`config.mk`:
```
export PLATFORM = sky130hd
export DESIGN_NAME = timer_input_capture
export DESIGN_NICKNAME = d
export VERILOG_FILES = /design/src/timer_input_capture.v /design/src/capture_edge_detect.v /design/src/timer_count_base.v
export VERILOG_INCLUDE_DIRS = /design/src
export SDC_FILE = /design/constraint.sdc
export NUM_CORES = 1
export LEC_CHECK = 0
export BUFFER_PORTS_ARGS = -buffer_cell sky130_fd_sc_hd__buf_2
export CAP_MARGIN = 20
export CORE_UTILIZATION = 38
export DETAILED_ROUTE_END_ITERATION = 7
export RECOVER_POWER = 25
export SLEW_MARGIN = 20
export SYNTH_ARGS = -nofsm -noshare
export SYNTH_HDL_FRONTEND = slang
export SYNTH_HIERARCHICAL = 1
export SYNTH_SLANG_ARGS = --single-unit
```
`constraint.sdc`:
```
create_clock -name clk_sys_i -period 2.5 [get_ports clk_sys_i]
set_input_delay 0.125 -clock clk_sys_i [delete_from_list [all_inputs] [get_ports clk_sys_i]]
set_output_delay 0.125 -clock clk_sys_i [all_outputs]
set_load 0.005 [all_outputs]
```
`src/timer_input_capture_consts.vh`:
```
// Register offsets, field positions, reset values and prescaler constants of the input capture block.
`ifndef TIMER_INPUT_CAPTURE_CONSTS_VH
`define TIMER_INPUT_CAPTURE_CONSTS_VH

// ----------------------------------------------------------------------------
// Register byte offsets
// ----------------------------------------------------------------------------
`define OFS_CONTROL_1          8'h00
`define OFS_CONTROL_2          8'h04
`define OFS_STATUS             8'h08
`define OFS_CAP1_HIGH          8'h0C
`define OFS_CAP1_LOW           8'h10
`define OFS_CAP2_HIGH          8'h14
`define OFS_CAP2_LOW           8'h18
`define OFS_COUNT_HIGH         8'h1C
`define OFS_COUNT_LOW          8'h20

// ----------------------------------------------------------------------------
// Field positions
// ----------------------------------------------------------------------------
`define BIT_C1_EDGE_1          1
`define BIT_C1_OVF_IRQ_EN      5
`define BIT_C1_CAP_IRQ_EN      7
`define BIT_C2_EDGE_2          1
`define BIT_C2_PRESC_LO        2
`define BIT_C2_PRESC_HI        3
`define BIT_C2_PWM             4
`define BIT_C2_ONE_PULSE       5
`define BIT_ST_FLAG_1          0
`define BIT_ST_FLAG_2          1
`define BIT_ST_OVF             2

// ----------------------------------------------------------------------------
// Reset values
// ----------------------------------------------------------------------------
`define RST_CONTROL            8'h00
`define RST_CAPTURE            16'h0000
`define RST_COUNT              16'hFFFC
`define RST_PRESC              4'h0

// ----------------------------------------------------------------------------
// Prescaler: the divide ratio is 2 shifted left by the select field.
// ----------------------------------------------------------------------------
`define PRESC_BASE             5'h02

`endif

```
`src/timer_input_capture.v`:
```
// Two-channel input capture unit of a 16-bit timer with a classic Wishbone register slave.
//
// Behaviour
// RULE1: two channels latch the 16-bit counter on the active pin transition.
// RULE2: capture registers are read-only, presented as high and low bytes.
// RULE3: per channel, an edge-select bit picks rising or falling as active.
// RULE4: resolution is one counter count; counter rate set by two-bit prescaler field.
// RULE5: channel 2 edge in control 2; channel 1 edge and irq enable in control 1.
// RULE6: a capture sets the channel flag and loads the counter value.
// RULE7: interrupt when enable set and CPU mask clear; otherwise it stays pending.
// RULE8: flag clears after status read with flag set, then low-byte access.
// RULE9: reading the high byte blocks captures until the low byte is read.
// RULE10: the capture register holds the most recent capture value.
// RULE11: both channels work together, regardless of output compare use.
// RULE12: in one-pulse or PWM mode only channel 2 captures.
// RULE13: pins always feed capture; high-byte read is the way to disable.
// RULE14: overflow flag with its interrupt lets software extend the range.
// RULE15: pins are synchronised and edges found on the synchronised signal.
//
// Register access over Wishbone and the placing of the registers were left to the implementer.
`include "timer_input_capture_consts.vh"

module timer_input_capture (
    input  wire        clk_sys_i,
    input  wire        rst_n_i,
    input  wire        wb_cyc_i,
    input  wire        wb_stb_i,
    input  wire        wb_we_i,
    input  wire [7:0]  wb_adr_i,
    input  wire [3:0]  wb_sel_i,
    input  wire [31:0] wb_dat_i,
    output wire [31:0] wb_dat_o,
    output wire        wb_ack_o,
    input  wire        capture_pin_1_i,
    input  wire        capture_pin_2_i,
    input  wire        cpu_irq_mask_i,
    output wire        timer_irq_o
);

    // ------------------------------------------------------------------------
    // Address decoding
    // ------------------------------------------------------------------------
    function hit;
        input [7:0] adr;
        input [7:0] ofs;
        begin
            hit = (adr == ofs);
        end
    endfunction

    reg         ack_r;
    reg  [7:0]  dat_r;
    wire        take;
    wire        rd;
    wire        wr;

    // A request is taken only while ack is low, so a strobe still high in its ack cycle is not served twice.
    assign take = wb_cyc_i & wb_stb_i & ~ack_r;
    assign rd   = take & ~wb_we_i;
    assign wr   = take & wb_we_i & wb_sel_i[0];

    // ------------------------------------------------------------------------
    // Access strobes
    // ------------------------------------------------------------------------
    wire rd_status = rd & hit(wb_adr_i, `OFS_STATUS);
    wire acc_cnt_l = take & hit(wb_adr_i, `OFS_COUNT_LOW);

    // ------------------------------------------------------------------------
    // Capture register offsets
    // ------------------------------------------------------------------------
    // Channel register offset; low selects the low byte of the pair.
    function [7:0] cap_ofs;
        input chan;
        input low;
        begin
            case ({chan, low})
                2'b00:   cap_ofs = `OFS_CAP1_HIGH;
                2'b01:   cap_ofs = `OFS_CAP1_LOW;
                2'b10:   cap_ofs = `OFS_CAP2_HIGH;
                default: cap_ofs = `OFS_CAP2_LOW;
            endcase
        end
    endfunction

    // Per-channel strobes, bit 0 for channel 1 and bit 1 for channel 2.
    wire [1:0] rd_high;
    wire [1:0] rd_low;
    wire [1:0] acc_low;
    assign rd_high = {rd & hit(wb_adr_i, cap_ofs(1'b1, 1'b0)), rd & hit(wb_adr_i, cap_ofs(1'b0, 1'b0))};
    assign rd_low  = {rd & hit(wb_adr_i, cap_ofs(1'b1, 1'b1)), rd & hit(wb_adr_i, cap_ofs(1'b0, 1'b1))};
    assign acc_low = {take & hit(wb_adr_i, cap_ofs(1'b1, 1'b1)), take & hit(wb_adr_i, cap_ofs(1'b0, 1'b1))};

    // ------------------------------------------------------------------------
    // Control registers
    // ------------------------------------------------------------------------
    reg [7:0] timer_control_1_r;
    reg [7:0] timer_control_2_r;
    reg [7:0] timer_control_1_nxt;
    reg [7:0] timer_control_2_nxt;

    // Capture registers have no write path; writes to them only count as accesses.
    always @* begin // see RULE2
        timer_control_1_nxt = timer_control_1_r;
        timer_control_2_nxt = timer_control_2_r;
        if (wr && hit(wb_adr_i, `OFS_CONTROL_1)) begin // see RULE5
            timer_control_1_nxt = wb_dat_i[7:0];
        end
        if (wr && hit(wb_adr_i, `OFS_CONTROL_2)) begin // see RULE5
            timer_control_2_nxt = wb_dat_i[7:0];
        end
    end

    always @(posedge clk_sys_i or negedge rst_n_i) begin
        if (!rst_n_i) begin
            timer_control_1_r <= `RST_CONTROL;
            timer_control_2_r <= `RST_CONTROL;
        end else begin
            timer_control_1_r <= timer_control_1_nxt;
            timer_control_2_r <= timer_control_2_nxt;
        end
    end

    wire       capture_irq_enable  = timer_control_1_r[`BIT_C1_CAP_IRQ_EN];
    wire       overflow_irq_enable = timer_control_1_r[`BIT_C1_OVF_IRQ_EN];
    // Edge select 1 picks rising transitions, 0 picks falling ones.
    wire [1:0] edge_select = {timer_control_2_r[`BIT_C2_EDGE_2], timer_control_1_r[`BIT_C1_EDGE_1]};
    wire [1:0] timer_prescale_select = timer_control_2_r[`BIT_C2_PRESC_HI:`BIT_C2_PRESC_LO];
    // Either timer output mode claims channel 1, so its captures are blocked there.
    wire       pulse_mode = timer_control_2_r[`BIT_C2_ONE_PULSE] | timer_control_2_r[`BIT_C2_PWM];

    // ------------------------------------------------------------------------
    // Counter
    // ------------------------------------------------------------------------
    wire [15:0] count;
    wire        overflow;

    timer_count_base u_count (
        .clk_sys_i         (clk_sys_i),
        .rst_n_i           (rst_n_i),
        .prescale_select_i (timer_prescale_select),
        .count_o           (count),
        .overflow_o        (overflow)
    );

    // ------------------------------------------------------------------------
    // Capture channels
    // ------------------------------------------------------------------------
    wire [1:0]  pins = {capture_pin_2_i, capture_pin_1_i};
    wire [1:0]  cap_event;
    wire [1:0]  cap_allowed;
    wire [1:0]  capture_flag;
    wire [1:0]  clear_armed;
    wire [1:0]  inhibit;
    wire [15:0] capture_value [0:1];

    // Channel 1 is taken over by one-pulse and PWM operation; channel 2 never is.
    assign cap_allowed = {~inhibit[1], ~inhibit[0] & ~pulse_mode}; // see RULE12

    // Channels share only the counter, so both may capture in one cycle.
    genvar ch;
    generate
        for (ch = 0; ch < 2; ch = ch + 1) begin : g_chan
            reg  [15:0] value_r;
            reg         flag_r;
            reg         flag_nxt;
            reg         armed_r;
            reg         armed_nxt;
            reg         hold_r;
            reg         inhibit_nxt;
            wire        do_capture;
            wire        clr;

            // Pins reach the detector unconditionally, whatever their pad direction.
            capture_edge_detect u_edge ( // see RULE13
                .clk_sys_i     (clk_sys_i),
                .rst_n_i       (rst_n_i),
                .pin_i         (pins[ch]),
                .edge_select_i (edge_select[ch]),
                .event_o       (cap_event[ch])
            );

            assign do_capture = cap_event[ch] & cap_allowed[ch]; // see RULE9
            assign clr        = clear_armed[ch] & acc_low[ch]; // see RULE8

            // Each capture overwrites the previous value; channels run independently.
            always @(posedge clk_sys_i or negedge rst_n_i) begin // see RULE1 RULE11
                if (!rst_n_i) begin
                    value_r <= `RST_CAPTURE;
                end else if (do_capture) begin
                    value_r <= count; // see RULE10
                end
            end

            // A capture in the cycle of the clearing access wins over the clear.
            always @* begin
                flag_nxt  = flag_r;
                armed_nxt = armed_r;
                if (do_capture) begin
                    flag_nxt  = 1'b1; // see RULE6
                    armed_nxt = 1'b0;
                end else if (clr) begin
                    flag_nxt  = 1'b0; // see RULE8
                    armed_nxt = 1'b0;
                end else if (rd_status & flag_r) begin
                    armed_nxt = 1'b1; // see RULE8
                end
            end

            // Reading the high byte freezes the pair so both bytes belong together.
            always @* begin // see RULE9
                inhibit_nxt = hold_r;
                if (rd_low[ch]) begin
                    inhibit_nxt = 1'b0;
                end else if (rd_high[ch]) begin
                    inhibit_nxt = 1'b1;
                end
            end

            always @(posedge clk_sys_i or negedge rst_n_i) begin
                if (!rst_n_i) begin
                    flag_r  <= 1'b0;
                    armed_r <= 1'b0;
                    hold_r  <= 1'b0;
                end else begin
                    flag_r  <= flag_nxt;
                    armed_r <= armed_nxt;
                    hold_r  <= inhibit_nxt;
                end
            end

            assign capture_value[ch] = value_r;
            assign capture_flag[ch]  = flag_r;
            assign clear_armed[ch]   = armed_r;
            assign inhibit[ch]       = hold_r;
        end
    endgenerate

    // ------------------------------------------------------------------------
    // Overflow flag
    // ------------------------------------------------------------------------
    reg  timer_overflow_flag_r;
    reg  ovf_armed_r;
    reg  ovf_flag_nxt;
    reg  ovf_armed_nxt;
    wire ovf_clr = ovf_armed_r & acc_cnt_l;

    // Same two-step clearing as the capture flags, through the counter low byte.
    always @* begin // see RULE14
        ovf_flag_nxt  = timer_overflow_flag_r;
        ovf_armed_nxt = ovf_armed_r;
        if (overflow) begin
            ovf_flag_nxt  = 1'b1;
            ovf_armed_nxt = 1'b0;
        end else if (ovf_clr) begin
            ovf_flag_nxt  = 1'b0;
            ovf_armed_nxt = 1'b0;
        end else if (rd_status & timer_overflow_flag_r) begin
            ovf_armed_nxt = 1'b1;
        end
    end

    always @(posedge clk_sys_i or negedge rst_n_i) begin
        if (!rst_n_i) begin
            timer_overflow_flag_r <= 1'b0;
            ovf_armed_r           <= 1'b0;
        end else begin
            timer_overflow_flag_r <= ovf_flag_nxt;
            ovf_armed_r           <= ovf_armed_nxt;
        end
    end

    // ------------------------------------------------------------------------
    // Interrupt
    // ------------------------------------------------------------------------
    reg irq_r;
    reg irq_nxt;

    // Flags stay set while masked, so the request is simply held until unmasked.
    always @* begin // see RULE7
        irq_nxt = ~cpu_irq_mask_i & ((capture_irq_enable & (|capture_flag)) |
                                     (overflow_irq_enable & timer_overflow_flag_r)); // see RULE14
    end

    always @(posedge clk_sys_i or negedge rst_n_i) begin
        if (!rst_n_i) begin
            irq_r <= 1'b0;
        end else begin
            irq_r <= irq_nxt;
        end
    end

    assign timer_irq_o = irq_r;

    // ------------------------------------------------------------------------
    // Read data and acknowledge
    // ------------------------------------------------------------------------
    wire [7:0] timer_status_reg = {5'h00, timer_overflow_flag_r, capture_flag};
    reg  [7:0] rdata;

    // Unmapped offsets read as zero so software can probe the map safely.
    always @* begin
        case (wb_adr_i)
            `OFS_CONTROL_1:  rdata = timer_control_1_r;
            `OFS_CONTROL_2:  rdata = timer_control_2_r;
            `OFS_STATUS:     rdata = timer_status_reg;
            `OFS_CAP1_HIGH:  rdata = capture_value[0][15:8]; // see RULE2
            `OFS_CAP1_LOW:   rdata = capture_value[0][7:0];
            `OFS_CAP2_HIGH:  rdata = capture_value[1][15:8];
            `OFS_CAP2_LOW:   rdata = capture_value[1][7:0];
            `OFS_COUNT_HIGH: rdata = count[15:8];
            `OFS_COUNT_LOW:  rdata = count[7:0];
            default:         rdata = 8'h00;
        endcase
    end

    reg       ack_nxt;
    reg [7:0] dat_nxt;

    // Every access, mapped or not, is answered one cycle after it is taken.
    // Read data is held after the ack so a slow master can still pick it up.
    always @* begin
        ack_nxt = take;
        dat_nxt = dat_r;
        if (rd) begin
            dat_nxt = rdata;
        end
    end

    always @(posedge clk_sys_i or negedge rst_n_i) begin
        if (!rst_n_i) begin
            ack_r <= 1'b0;
            dat_r <= 8'h00;
        end else begin
            ack_r <= ack_nxt;
            dat_r <= dat_nxt;
        end
    end

    assign wb_ack_o = ack_r;
    assign wb_dat_o = {24'h00_0000, dat_r};

endmodule // timer_input_capture

```
`src/capture_edge_detect.v`:
```
// Capture pin synchroniser and programmable edge detector.
module capture_edge_detect (
    input  wire clk_sys_i,
    input  wire rst_n_i,
    input  wire pin_i,
    input  wire edge_select_i,
    output wire event_o
);

    reg sync_meta_r;
    reg sync_r;
    reg prev_r;

    // The first stage feeds only the second; edges are seen on the settled copy.
    always @(posedge clk_sys_i or negedge rst_n_i) begin // see RULE15
        if (!rst_n_i) begin
            sync_meta_r <= 1'b0;
            sync_r      <= 1'b0;
            prev_r      <= 1'b0;
        end else begin
            sync_meta_r <= pin_i;
            sync_r      <= sync_meta_r;
            prev_r      <= sync_r;
        end
    end

    // Edge select high picks rising transitions, low picks falling ones.
    assign event_o = edge_select_i ? (sync_r & ~prev_r) : (~sync_r & prev_r); // see RULE3

endmodule // capture_edge_detect

```
`src/timer_count_base.v`:
```
// Prescaler and 16-bit free-running counter that the captures sample.
`include "timer_input_capture_consts.vh"

module timer_count_base (
    input  wire        clk_sys_i,
    input  wire        rst_n_i,
    input  wire [1:0]  prescale_select_i,
    output wire [15:0] count_o,
    output wire        overflow_o
);

    reg  [3:0]  presc_r;
    reg  [15:0] count_r;
    wire [4:0]  ratio;
    wire        tick;

    assign ratio = `PRESC_BASE << prescale_select_i;
    assign tick  = (presc_r == (ratio[3:0] - 4'h1)) | (ratio == 5'h10 && presc_r == 4'hF);

    // One count per prescaled period sets the capture resolution.
    always @(posedge clk_sys_i or negedge rst_n_i) begin // see RULE4
        if (!rst_n_i) begin
            presc_r <= `RST_PRESC;
            count_r <= `RST_COUNT;
        end else begin
            presc_r <= tick ? `RST_PRESC : presc_r + 4'h1;
            if (tick) begin
                count_r <= count_r + 16'h0001;
            end
        end
    end

    assign count_o    = count_r;
    assign overflow_o = tick & (count_r == 16'hFFFF);

endmodule // timer_count_base

```
==> results of run 1 <==
worst min-delay path by stage:
stage	startpoint	to	slack [ns]	cells past startpoint
floorplan	rst_n_i	dat_r[0]	-0.17	0
CTS	wb_dat_i[5]	timer_control_2_r[5]	0.005	3
detailed placement	rst_n_i	u_count/count_o[1]	0.09	1
finish	wb_dat_i[5]	timer_control_2_r[5]	0.01	3
global placement	rst_n_i	g_chan[0].value_r[3]	0.08	1
global route	wb_dat_i[0]	timer_control_1_r[0]	0.02	2
registers in the layout (all words and copies together) (netlist names):
signal / flops
wb_ack_o: 1
g_chan.u_edge/prev_r: 2
g_chan.hold_r: 2
timer_irq_o: 1
ovf_armed_r: 1
g_chan.u_edge/sync_r: 2
dat_r: 8
timer_control_2_r: 8
g_chan.armed_r: 2
u_count/presc_r: 4
g_chan.u_edge/sync_meta_r: 2
u_count/count_o: 16
g_chan.flag_r: 2
g_chan.value_r: 32
timer_overflow_flag_r: 1
timer_control_1_r: 8
power breakdown:
part	total (W)	switching, W	internal [W]
clock	0.00126	0.000531	0.000724
sequential	0.00182	0.000171	0.00164
combinational	0.000465	0.000261	0.000204
total	0.00354	0.000963	0.00257
per-layer routing:
metal | share of wire (%) | routed length [um] | vias to the layer above | global-route usage (%)
met3 | 4.3 | 464 | 10 | 4.02
met5 | 0 | 0 | - | 0
li1 | - | - | 1524 | -
met1 | 46 | 4950 | 1637 | 23.4
met2 | 49 | 5280 | 87 | 28.8
met4 | 1.3 | 146 | 0 | 6.75
timing repair:
action	4_1_cts	5_1_grt
hold endpoints to repair	18	0
hold buffers	4	0
resized for setup	0	0
worst max-delay path: stages (launching register included):
cell and delay (ns):
dfrtp_1 0.43, ha_1 0.21, and3_1 0.18, nand3_1 0.43, a2111oi_1 0.61, xor2_1 0.19
cell usage in the layout (no fill, tap or decap), drive strengths merged, types with 3 or more instances in the layout:
master / instances
a211oi: 10
a31oi: 3
mux2: 59
dfrtp: 78
dlygate4sd3: 4
clkbuf: 19
dfstp: 14
nor4: 3
nor2: 13
conb: 24
nand2b: 4
nand2: 28
nor2b: 3
nand3: 18
xor2: 17
nand3b: 7
buf: 39
nor3b: 5
mux2i: 7
nor4b: 3
a22oi: 4
o21ai: 15
nand4: 4
and3: 5
a21oi: 16
nor3: 6
inv: 3
a32oi: 3
a221oi: 3
a2111oi: 5
layout make-up:
class                   count  area share, %
flip-flops and latches     92           43.4
multi-input cells         292           42.1
repair buffers             48           5.29
clock buffers              14           4.94
well taps                 168           3.93
inverters                   3          0.211
clock inverters             2          0.164
through the flow:
step           cell area [um2]  hold slack, ns  setup WS [ns]
3_5_place_dp              5050          0.0886          0.366
3_3_place_gp              5050          0.0773          0.420
2_1_floorplan             4870          -0.171          0.530
5_1_grt                   5350          0.0231          0.109
6_report                  5350          0.0146          0.382
4_1_cts                   5370         0.00458          0.360
kinds of logic after synthesis:
logic type	share of synthesized area, %
other	0.0784
adders and majority gates	0.523
muxes	15.8
buffers and inverters	6.20
and+or+nand+nor	14.1
AOI/OAI and AO/OA	11.5
xor gates and xnor gates	3.30
DFF	48.5
==> impl_metrics.xml, run 1 <==
<?xml version="1.0" encoding="UTF-8"?>
<metrics>
  <group name="yosys">
    <metric name="yosysTopAreaCellShare" unit="%">40.8</metric>
    <metric name="synth_top_flop_cell" unit="">dfrtp_1</metric>
    <metric name="yosys.cell_count.top_type" unit="">dfrtp_1</metric>
    <metric name="syn_avg_cell_area" unit="um2">11.8</metric>
    <metric name="synth_edf_count" unit="">0</metric>
    <metric name="synth_sequential_area_ratio" unit="%">48.5</metric>
    <metric name="ys.warnings.count" unit="">6</metric>
    <metric name="synthDominantAreaCellType" unit="">dfrtp_1</metric>
    <metric name="share_of_async_settable_or_async_resettable_flops_after_synthesis" unit="%">100</metric>
    <metric name="library_cells_used_by_synthesis" unit="">65</metric>
    <metric name="syn_inst" unit="">406</metric>
    <metric name="synthTopCellsByCount" unit="">dfrtp_1 (78), mux2_2 (58), buf_4 (29), nand2_1 (28), nand3_1 (18)</metric>
    <metric name="synth.cell_area" unit="um2">4780</metric>
    <metric name="synth_top_cells_by_area" unit="">dfrtp_1 (41%), mux2_2 (14%), dfstp_2 (7.7%)</metric>
    <metric name="yosys_register_bits" unit="">92</metric>
  </group>
  <group name="grt">
    <metric name="pin_count_of_the_biggest_net_entering_global_routing" unit="">64</metric>
    <metric name="initial_antenna_violation_count" unit="">0</metric>
    <metric name="grt_overflow" unit="">0</metric>
    <metric name="grt_pass1_vias" unit="">3259</metric>
    <metric name="first_pass_grt_wire_length" unit="mm">17.5</metric>
    <metric name="track_usage" unit="%">17.8</metric>
  </group>
  <group name="floorplanning">
    <metric name="die_w" unit="um">114</metric>
    <metric name="design.core.area" unit="um2">12200</metric>
    <metric name="io-pin-count" unit="">86</metric>
    <metric name="initial_core_util" unit="%">39.3</metric>
    <metric name="row_count" unit="">40</metric>
    <metric name="die-area" unit="um2">13000</metric>
    <metric name="die_height" unit="um">114</metric>
  </group>
  <group name="sta">
    <metric name="layout_min_cycle_time" unit="ns">2.12</metric>
    <metric name="fin_setup_tns" unit="ns">0</metric>
    <metric name="maxSlewHeadroom" unit="%">-8.08</metric>
    <metric name="number_of_pins_with_negative_max_slew_slack_in_the_final_report" unit="">31</metric>
    <metric name="report.final.setup_viol" unit="">0</metric>
    <metric name="final.period_utilization" unit="%">84.7</metric>
    <metric name="timing_worst_slew_pin_value" unit="ns">1.62</metric>
    <metric name="clock-skew-final" unit="ns">0.00699</metric>
    <metric name="grt_setup_unrepaired" unit="">no</metric>
    <metric name="report.final.hold_viol_count" unit="">0</metric>
    <metric name="max_freq" unit="GHz">0.472</metric>
  </group>
  <group name="routing">
    <metric name="route.vias.total" unit="">3258</metric>
    <metric name="drt-total-wl" unit="mm">10.8</metric>
    <metric name="route.detailed.vias_per_inst" unit="">5.26</metric>
    <metric name="drcViolationCount" unit="">0</metric>
    <metric name="detail_route.wl_per_cell" unit="um">17.5</metric>
    <metric name="dr.first_iter.drc_count" unit="">130</metric>
    <metric name="dr_pass1_iterations" unit="">4</metric>
    <metric name="drtAntennaViolNets" unit="">0</metric>
  </group>
  <group name="cts">
    <metric name="cts_tree" unit="">done</metric>
    <metric name="numCtsBuffers" unit="">9</metric>
    <metric name="clkSlewWorstSetupHoldPaths" unit="ns">0.06</metric>
    <metric name="cts.root.buffer_cell" unit="">clkbuf_16</metric>
    <metric name="tritoncts_num_sinks" unit="">92</metric>
    <metric name="h_tree_lvls" unit="">3</metric>
    <metric name="postCtsSetupRepairBufs" unit="">0</metric>
    <metric name="clk_latency" unit="ns">0.34</metric>
    <metric name="cts_buffer_depth" unit="">2</metric>
  </group>
  <group name="cells_and_area">
    <metric name="final_core_utilization" unit="%">44.0</metric>
    <metric name="sequential_cell_area" unit="um2">2320</metric>
    <metric name="layout.filler_cells" unit="">1145</metric>
    <metric name="multiInputGateArea" unit="um2">2250</metric>
    <metric name="layout.nets" unit="">500</metric>
    <metric name="final_layout_size_suffix_gt1_share" unit="%">32.4</metric>
    <metric name="final_cells" unit="">619</metric>
    <metric name="area_grow_syn2layout" unit="%">11.9</metric>
    <metric name="insertedDiodeCount" unit="">0</metric>
  </group>
  <group name="run_status">
    <metric name="outcome" unit="">complete, but fails checks</metric>
    <metric name="violations" unit="">max-capacitance violations, max-slew violations</metric>
  </group>
  <group name="setup_path">
    <metric name="r2r_end" unit="">u_count/count_o[7]</metric>
    <metric name="start_kind" unit="">flop</metric>
    <metric name="timing_worst_setup_path_type" unit="">flop to flop</metric>
    <metric name="setup.worst_path.start" unit="">u_count/presc_r[1]</metric>
    <metric name="worst_r2r_startpoint" unit="">u_count/presc_r[1]</metric>
    <metric name="regToRegSetupSlack" unit="ns">0.38</metric>
    <metric name="crit_required" unit="ns">2.76</metric>
    <metric name="worstSetupEndpointType" unit="">flop</metric>
    <metric name="worst-endpoint-arrival" unit="ns">2.38</metric>
    <metric name="worst-r2r-cell-count" unit="">5</metric>
    <metric name="worst_setup_path_endpoint" unit="">u_count/count_o[7]</metric>
    <metric name="path_max_fanout" unit="">13</metric>
  </group>
  <group name="worst_hold_path">
    <metric name="min-delay-path-class" unit="">primary input to flop</metric>
  </group>
  <group name="place">
    <metric name="port-buffer-count" unit="">34</metric>
    <metric name="post-place-cells" unit="">599</metric>
    <metric name="detailed_place_hpwl" unit="mm">7.56</metric>
    <metric name="gp_congestion" unit="">0.845</metric>
  </group>
  <group name="power_and_ir_drop">
    <metric name="pwr_density_cell" unit="nW/um2">661</metric>
    <metric name="cellLeakagePower" unit="nW">2.41</metric>
    <metric name="irDropWorstVdd" unit="V">0.000351</metric>
    <metric name="post_layout_power" unit="W">0.00354</metric>
  </group>
  <group name="job">
    <metric name="timing.max_cap.violations" unit="">1</metric>
  </group>
</metrics>
No activity file was read; power rests on OpenSTA's default activity.
==> run 2, diff against run 1 <==
clock period = 2.1 ns   (was 2.5 ns; I/O delays follow)
==> run 2 against run 1 <==
The flow now finishes without violations; setup slack got worse by 0.25 ns; sequential share of layout area decreased by 1.9 points; sequential cell count unchanged; hold slack got worse by 0.0047 ns; clock-buffer cell count decreased by 3; utilization grew 2.0 points; die area unchanged; clock skew increased by 0.00056 ns; first-iteration DRC count grew 38%; design area rose by 4.6%; cell count increased by 3.4%; combinational power up 31%; critical endpoint is now timer_overflow_flag_r.
==> impl_metrics.xml, run 2 (same netlist as run 1, synthesis figures left out) <==
<?xml version="1.0" encoding="UTF-8"?>
<metrics>
  <group name="run_status">
    <metric name="outcome" unit="">completed</metric>
  </group>
  <group name="floorplanning">
    <metric name="die-area" unit="um2">13000</metric>
    <metric name="design.core.area" unit="um2">12200</metric>
    <metric name="io-pin-count" unit="">86</metric>
    <metric name="die_w" unit="um">114</metric>
    <metric name="die_height" unit="um">114</metric>
    <metric name="row_count" unit="">40</metric>
    <metric name="initial_core_util" unit="%">39.3</metric>
  </group>
  <group name="power_and_ir_drop">
    <metric name="comb_power_share" unit="%">13.7</metric>
    <metric name="switching_share" unit="%">27.2</metric>
    <metric name="p_int" unit="W">0.00323</metric>
    <metric name="pwr_density_cell" unit="nW/um2">793</metric>
    <metric name="switching_power_total" unit="W">0.00121</metric>
    <metric name="cellLeakagePower" unit="nW">2.56</metric>
    <metric name="irDropWorstVdd" unit="V">0.000416</metric>
    <metric name="share_clk_of_total_power" unit="%">37.6</metric>
    <metric name="p_seq_share" unit="%">48.6</metric>
  </group>
  <group name="cells_and_area">
    <metric name="area_grow_syn2layout" unit="%">17.0</metric>
    <metric name="most-common-layout-cells" unit="">dfrtp_1 (78), mux2_2 (58), buf_2 (33), nand2_1 (28)</metric>
    <metric name="final_cells" unit="">640</metric>
    <metric name="final_layout_size_suffix_gt1_share" unit="%">36.9</metric>
    <metric name="layout.nets" unit="">521</metric>
    <metric name="layout.filler_cells" unit="">1160</metric>
    <metric name="sequential_cell_area" unit="um2">2320</metric>
    <metric name="registers.top_by_ff_count" unit="">g_chan.value_r</metric>
    <metric name="final_area" unit="um2">5600</metric>
    <metric name="mostFrequentLayoutCell" unit="">dfrtp_1</metric>
    <metric name="insertedDiodeCount" unit="">0</metric>
    <metric name="largest_reg_flops" unit="">32</metric>
    <metric name="multiInputGateArea" unit="um2">2270</metric>
  </group>
  <group name="cts">
    <metric name="cts_tree" unit="">done</metric>
    <metric name="clk_latency" unit="ns">0.35</metric>
    <metric name="h_tree_lvls" unit="">3</metric>
    <metric name="clkSlewWorstSetupHoldPaths" unit="ns">0.07</metric>
    <metric name="cts.root.buffer_cell" unit="">clkbuf_16</metric>
    <metric name="cts_buffer_depth" unit="">2</metric>
    <metric name="numCtsBuffers" unit="">9</metric>
    <metric name="tritoncts_num_sinks" unit="">92</metric>
  </group>
  <group name="place">
    <metric name="gp_congestion" unit="">0.868</metric>
    <metric name="port-buffer-count" unit="">34</metric>
    <metric name="detailed_place_hpwl" unit="mm">8.08</metric>
    <metric name="post-place-cells" unit="">616</metric>
    <metric name="place_area" unit="um2">5190</metric>
  </group>
  <group name="setup_path">
    <metric name="worst-endpoint-arrival" unit="ns">2.20</metric>
    <metric name="worstPathBufferInverterCount" unit="">0</metric>
    <metric name="start_kind" unit="">flop</metric>
    <metric name="crit_required" unit="ns">2.33</metric>
    <metric name="path_max_fanout" unit="">10</metric>
    <metric name="crit_chain" unit="">xor2_1 -&gt; o22ai_2 -&gt; o21ai_2 -&gt; a21oi_1 -&gt; and4_1 -&gt; a21o_1</metric>
    <metric name="worstSetupEndpointType" unit="">flop</metric>
    <metric name="critPathSlowestCell" unit="">dfrtp_1</metric>
    <metric name="worst_path_dominant_cell_family" unit="">compound AO/OA/AOI/OAI gates</metric>
    <metric name="cp_slowest_stage_delay" unit="ns">0.49</metric>
    <metric name="timing_worst_setup_path_type" unit="">flop to flop</metric>
  </group>
  <group name="sta">
    <metric name="layout_min_cycle_time" unit="ns">1.97</metric>
    <metric name="number_of_pins_with_negative_max_slew_slack_in_the_final_report" unit="">0</metric>
    <metric name="max_freq" unit="GHz">0.509</metric>
    <metric name="grt_setup_unrepaired" unit="">no</metric>
    <metric name="report.final.hold_viol_count" unit="">0</metric>
    <metric name="clock-skew-final" unit="ns">0.00755</metric>
    <metric name="timing_worst_slew_pin_value" unit="ns">1.24</metric>
    <metric name="final.period_utilization" unit="%">93.6</metric>
    <metric name="maxSlewHeadroom" unit="%">17.2</metric>
    <metric name="fin_setup_tns" unit="ns">0</metric>
    <metric name="hold_ws" unit="ns">0.00993</metric>
    <metric name="report.final.setup_viol" unit="">0</metric>
  </group>
  <group name="grt">
    <metric name="grt_overflow" unit="">0</metric>
    <metric name="track_usage" unit="%">18.6</metric>
    <metric name="initial_antenna_violation_count" unit="">0</metric>
    <metric name="pin_count_of_the_biggest_net_entering_global_routing" unit="">48</metric>
    <metric name="grt_pass1_vias" unit="">3316</metric>
    <metric name="first_pass_grt_wire_length" unit="mm">18.0</metric>
  </group>
  <group name="worst_hold_path">
    <metric name="min-delay-path-class" unit="">primary input to flop</metric>
  </group>
  <group name="job">
    <metric name="timing.max_cap.violations" unit="">0</metric>
  </group>
  <group name="routing">
    <metric name="drtAntennaViolNets" unit="">0</metric>
    <metric name="dr_pass1_iterations" unit="">4</metric>
    <metric name="route.vias.total" unit="">3311</metric>
    <metric name="drt-total-wl" unit="mm">11.1</metric>
    <metric name="dr.first_iter.drc_count" unit="">179</metric>
    <metric name="route.detailed.vias_per_inst" unit="">5.17</metric>
    <metric name="drcViolationCount" unit="">0</metric>
    <metric name="detail_route.wl_per_cell" unit="um">17.3</metric>
  </group>
</metrics>
run 2: cell count changes in the layout (fill, tap and decap cells not counted), moves of 4 or more:
cell,before,now
buf_2,29,33
buf_4,9,24
clkbuf_1,8,1
dlygate4sd3_1,4,8
run 2: layer usage:
layer	vias up	GRT usage [%]	wire (um)
met5	-	0	0
met2	84	30.5	5490
met1	1649	24.4	5040
li1	1565	-	-
met3	13	4.34	390
met4	0	5.54	177
run 2: power groups by stage:
stage | Combinational, W | Clock, W | Sequential, W
2_1_floorplan | 0.000432 | 0 | 0.00210
3_3_place_gp | 0.000580 | 0 | 0.00217
3_5_place_dp | 0.000594 | 0 | 0.00218
4_1_cts | 0.000609 | 0.00172 | 0.00215
5_1_grt | 0.000684 | 0.00179 | 0.00218
6_report | 0.000609 | 0.00167 | 0.00216
run 2: stage by stage:
stage	utilization, %	power [W]	setup slack, ns
floorplan	-	0.00254	0.130
global placement	42.7	0.00275	0.192
detailed placement	42.7	0.00278	0.144
CTS	45.9	0.00448	0.119
global route	46.0	0.00465	0.0617
finish	46.0	0.00444	0.134
run 2: final cells by class:
cell class | count | area share (%)
tap | 168 | 3.76
clock inverter | 5 | 1.07
multi-input combinational | 292 | 40.5
clock buffer | 11 | 4.52
timing repair buffer | 69 | 8.47
inverter | 3 | 0.201
sequential | 92 | 41.5
run 2: what timing repair did:
item,4_1_cts,5_1_grt
buffers inserted,0,0
endpoints found under the setup margin,0,3
gates resized for setup,0,3
hold endpoints to repair,43,0
hold buffers,8,0
run 2: final timing paths:
kind                            cells after the start                      end                    startpoint  slack (ns)
min in group asynchronous                           2     timer_control_2_r[3]                       rst_n_i        0.57
worst min-delay path                                2     timer_control_1_r[3]                   wb_dat_i[3]        0.01
max in group asynchronous                           3  g_chan[0].u_edge/prev_r                       rst_n_i        0.67
worst max-delay path                                6    timer_overflow_flag_r          timer_control_2_r[2]        0.13
worst max register to register                      6    timer_overflow_flag_r          timer_control_2_r[2]        0.13
worst min register to register                      0  g_chan[1].u_edge/sync_r  g_chan[1].u_edge/sync_meta_r        0.35
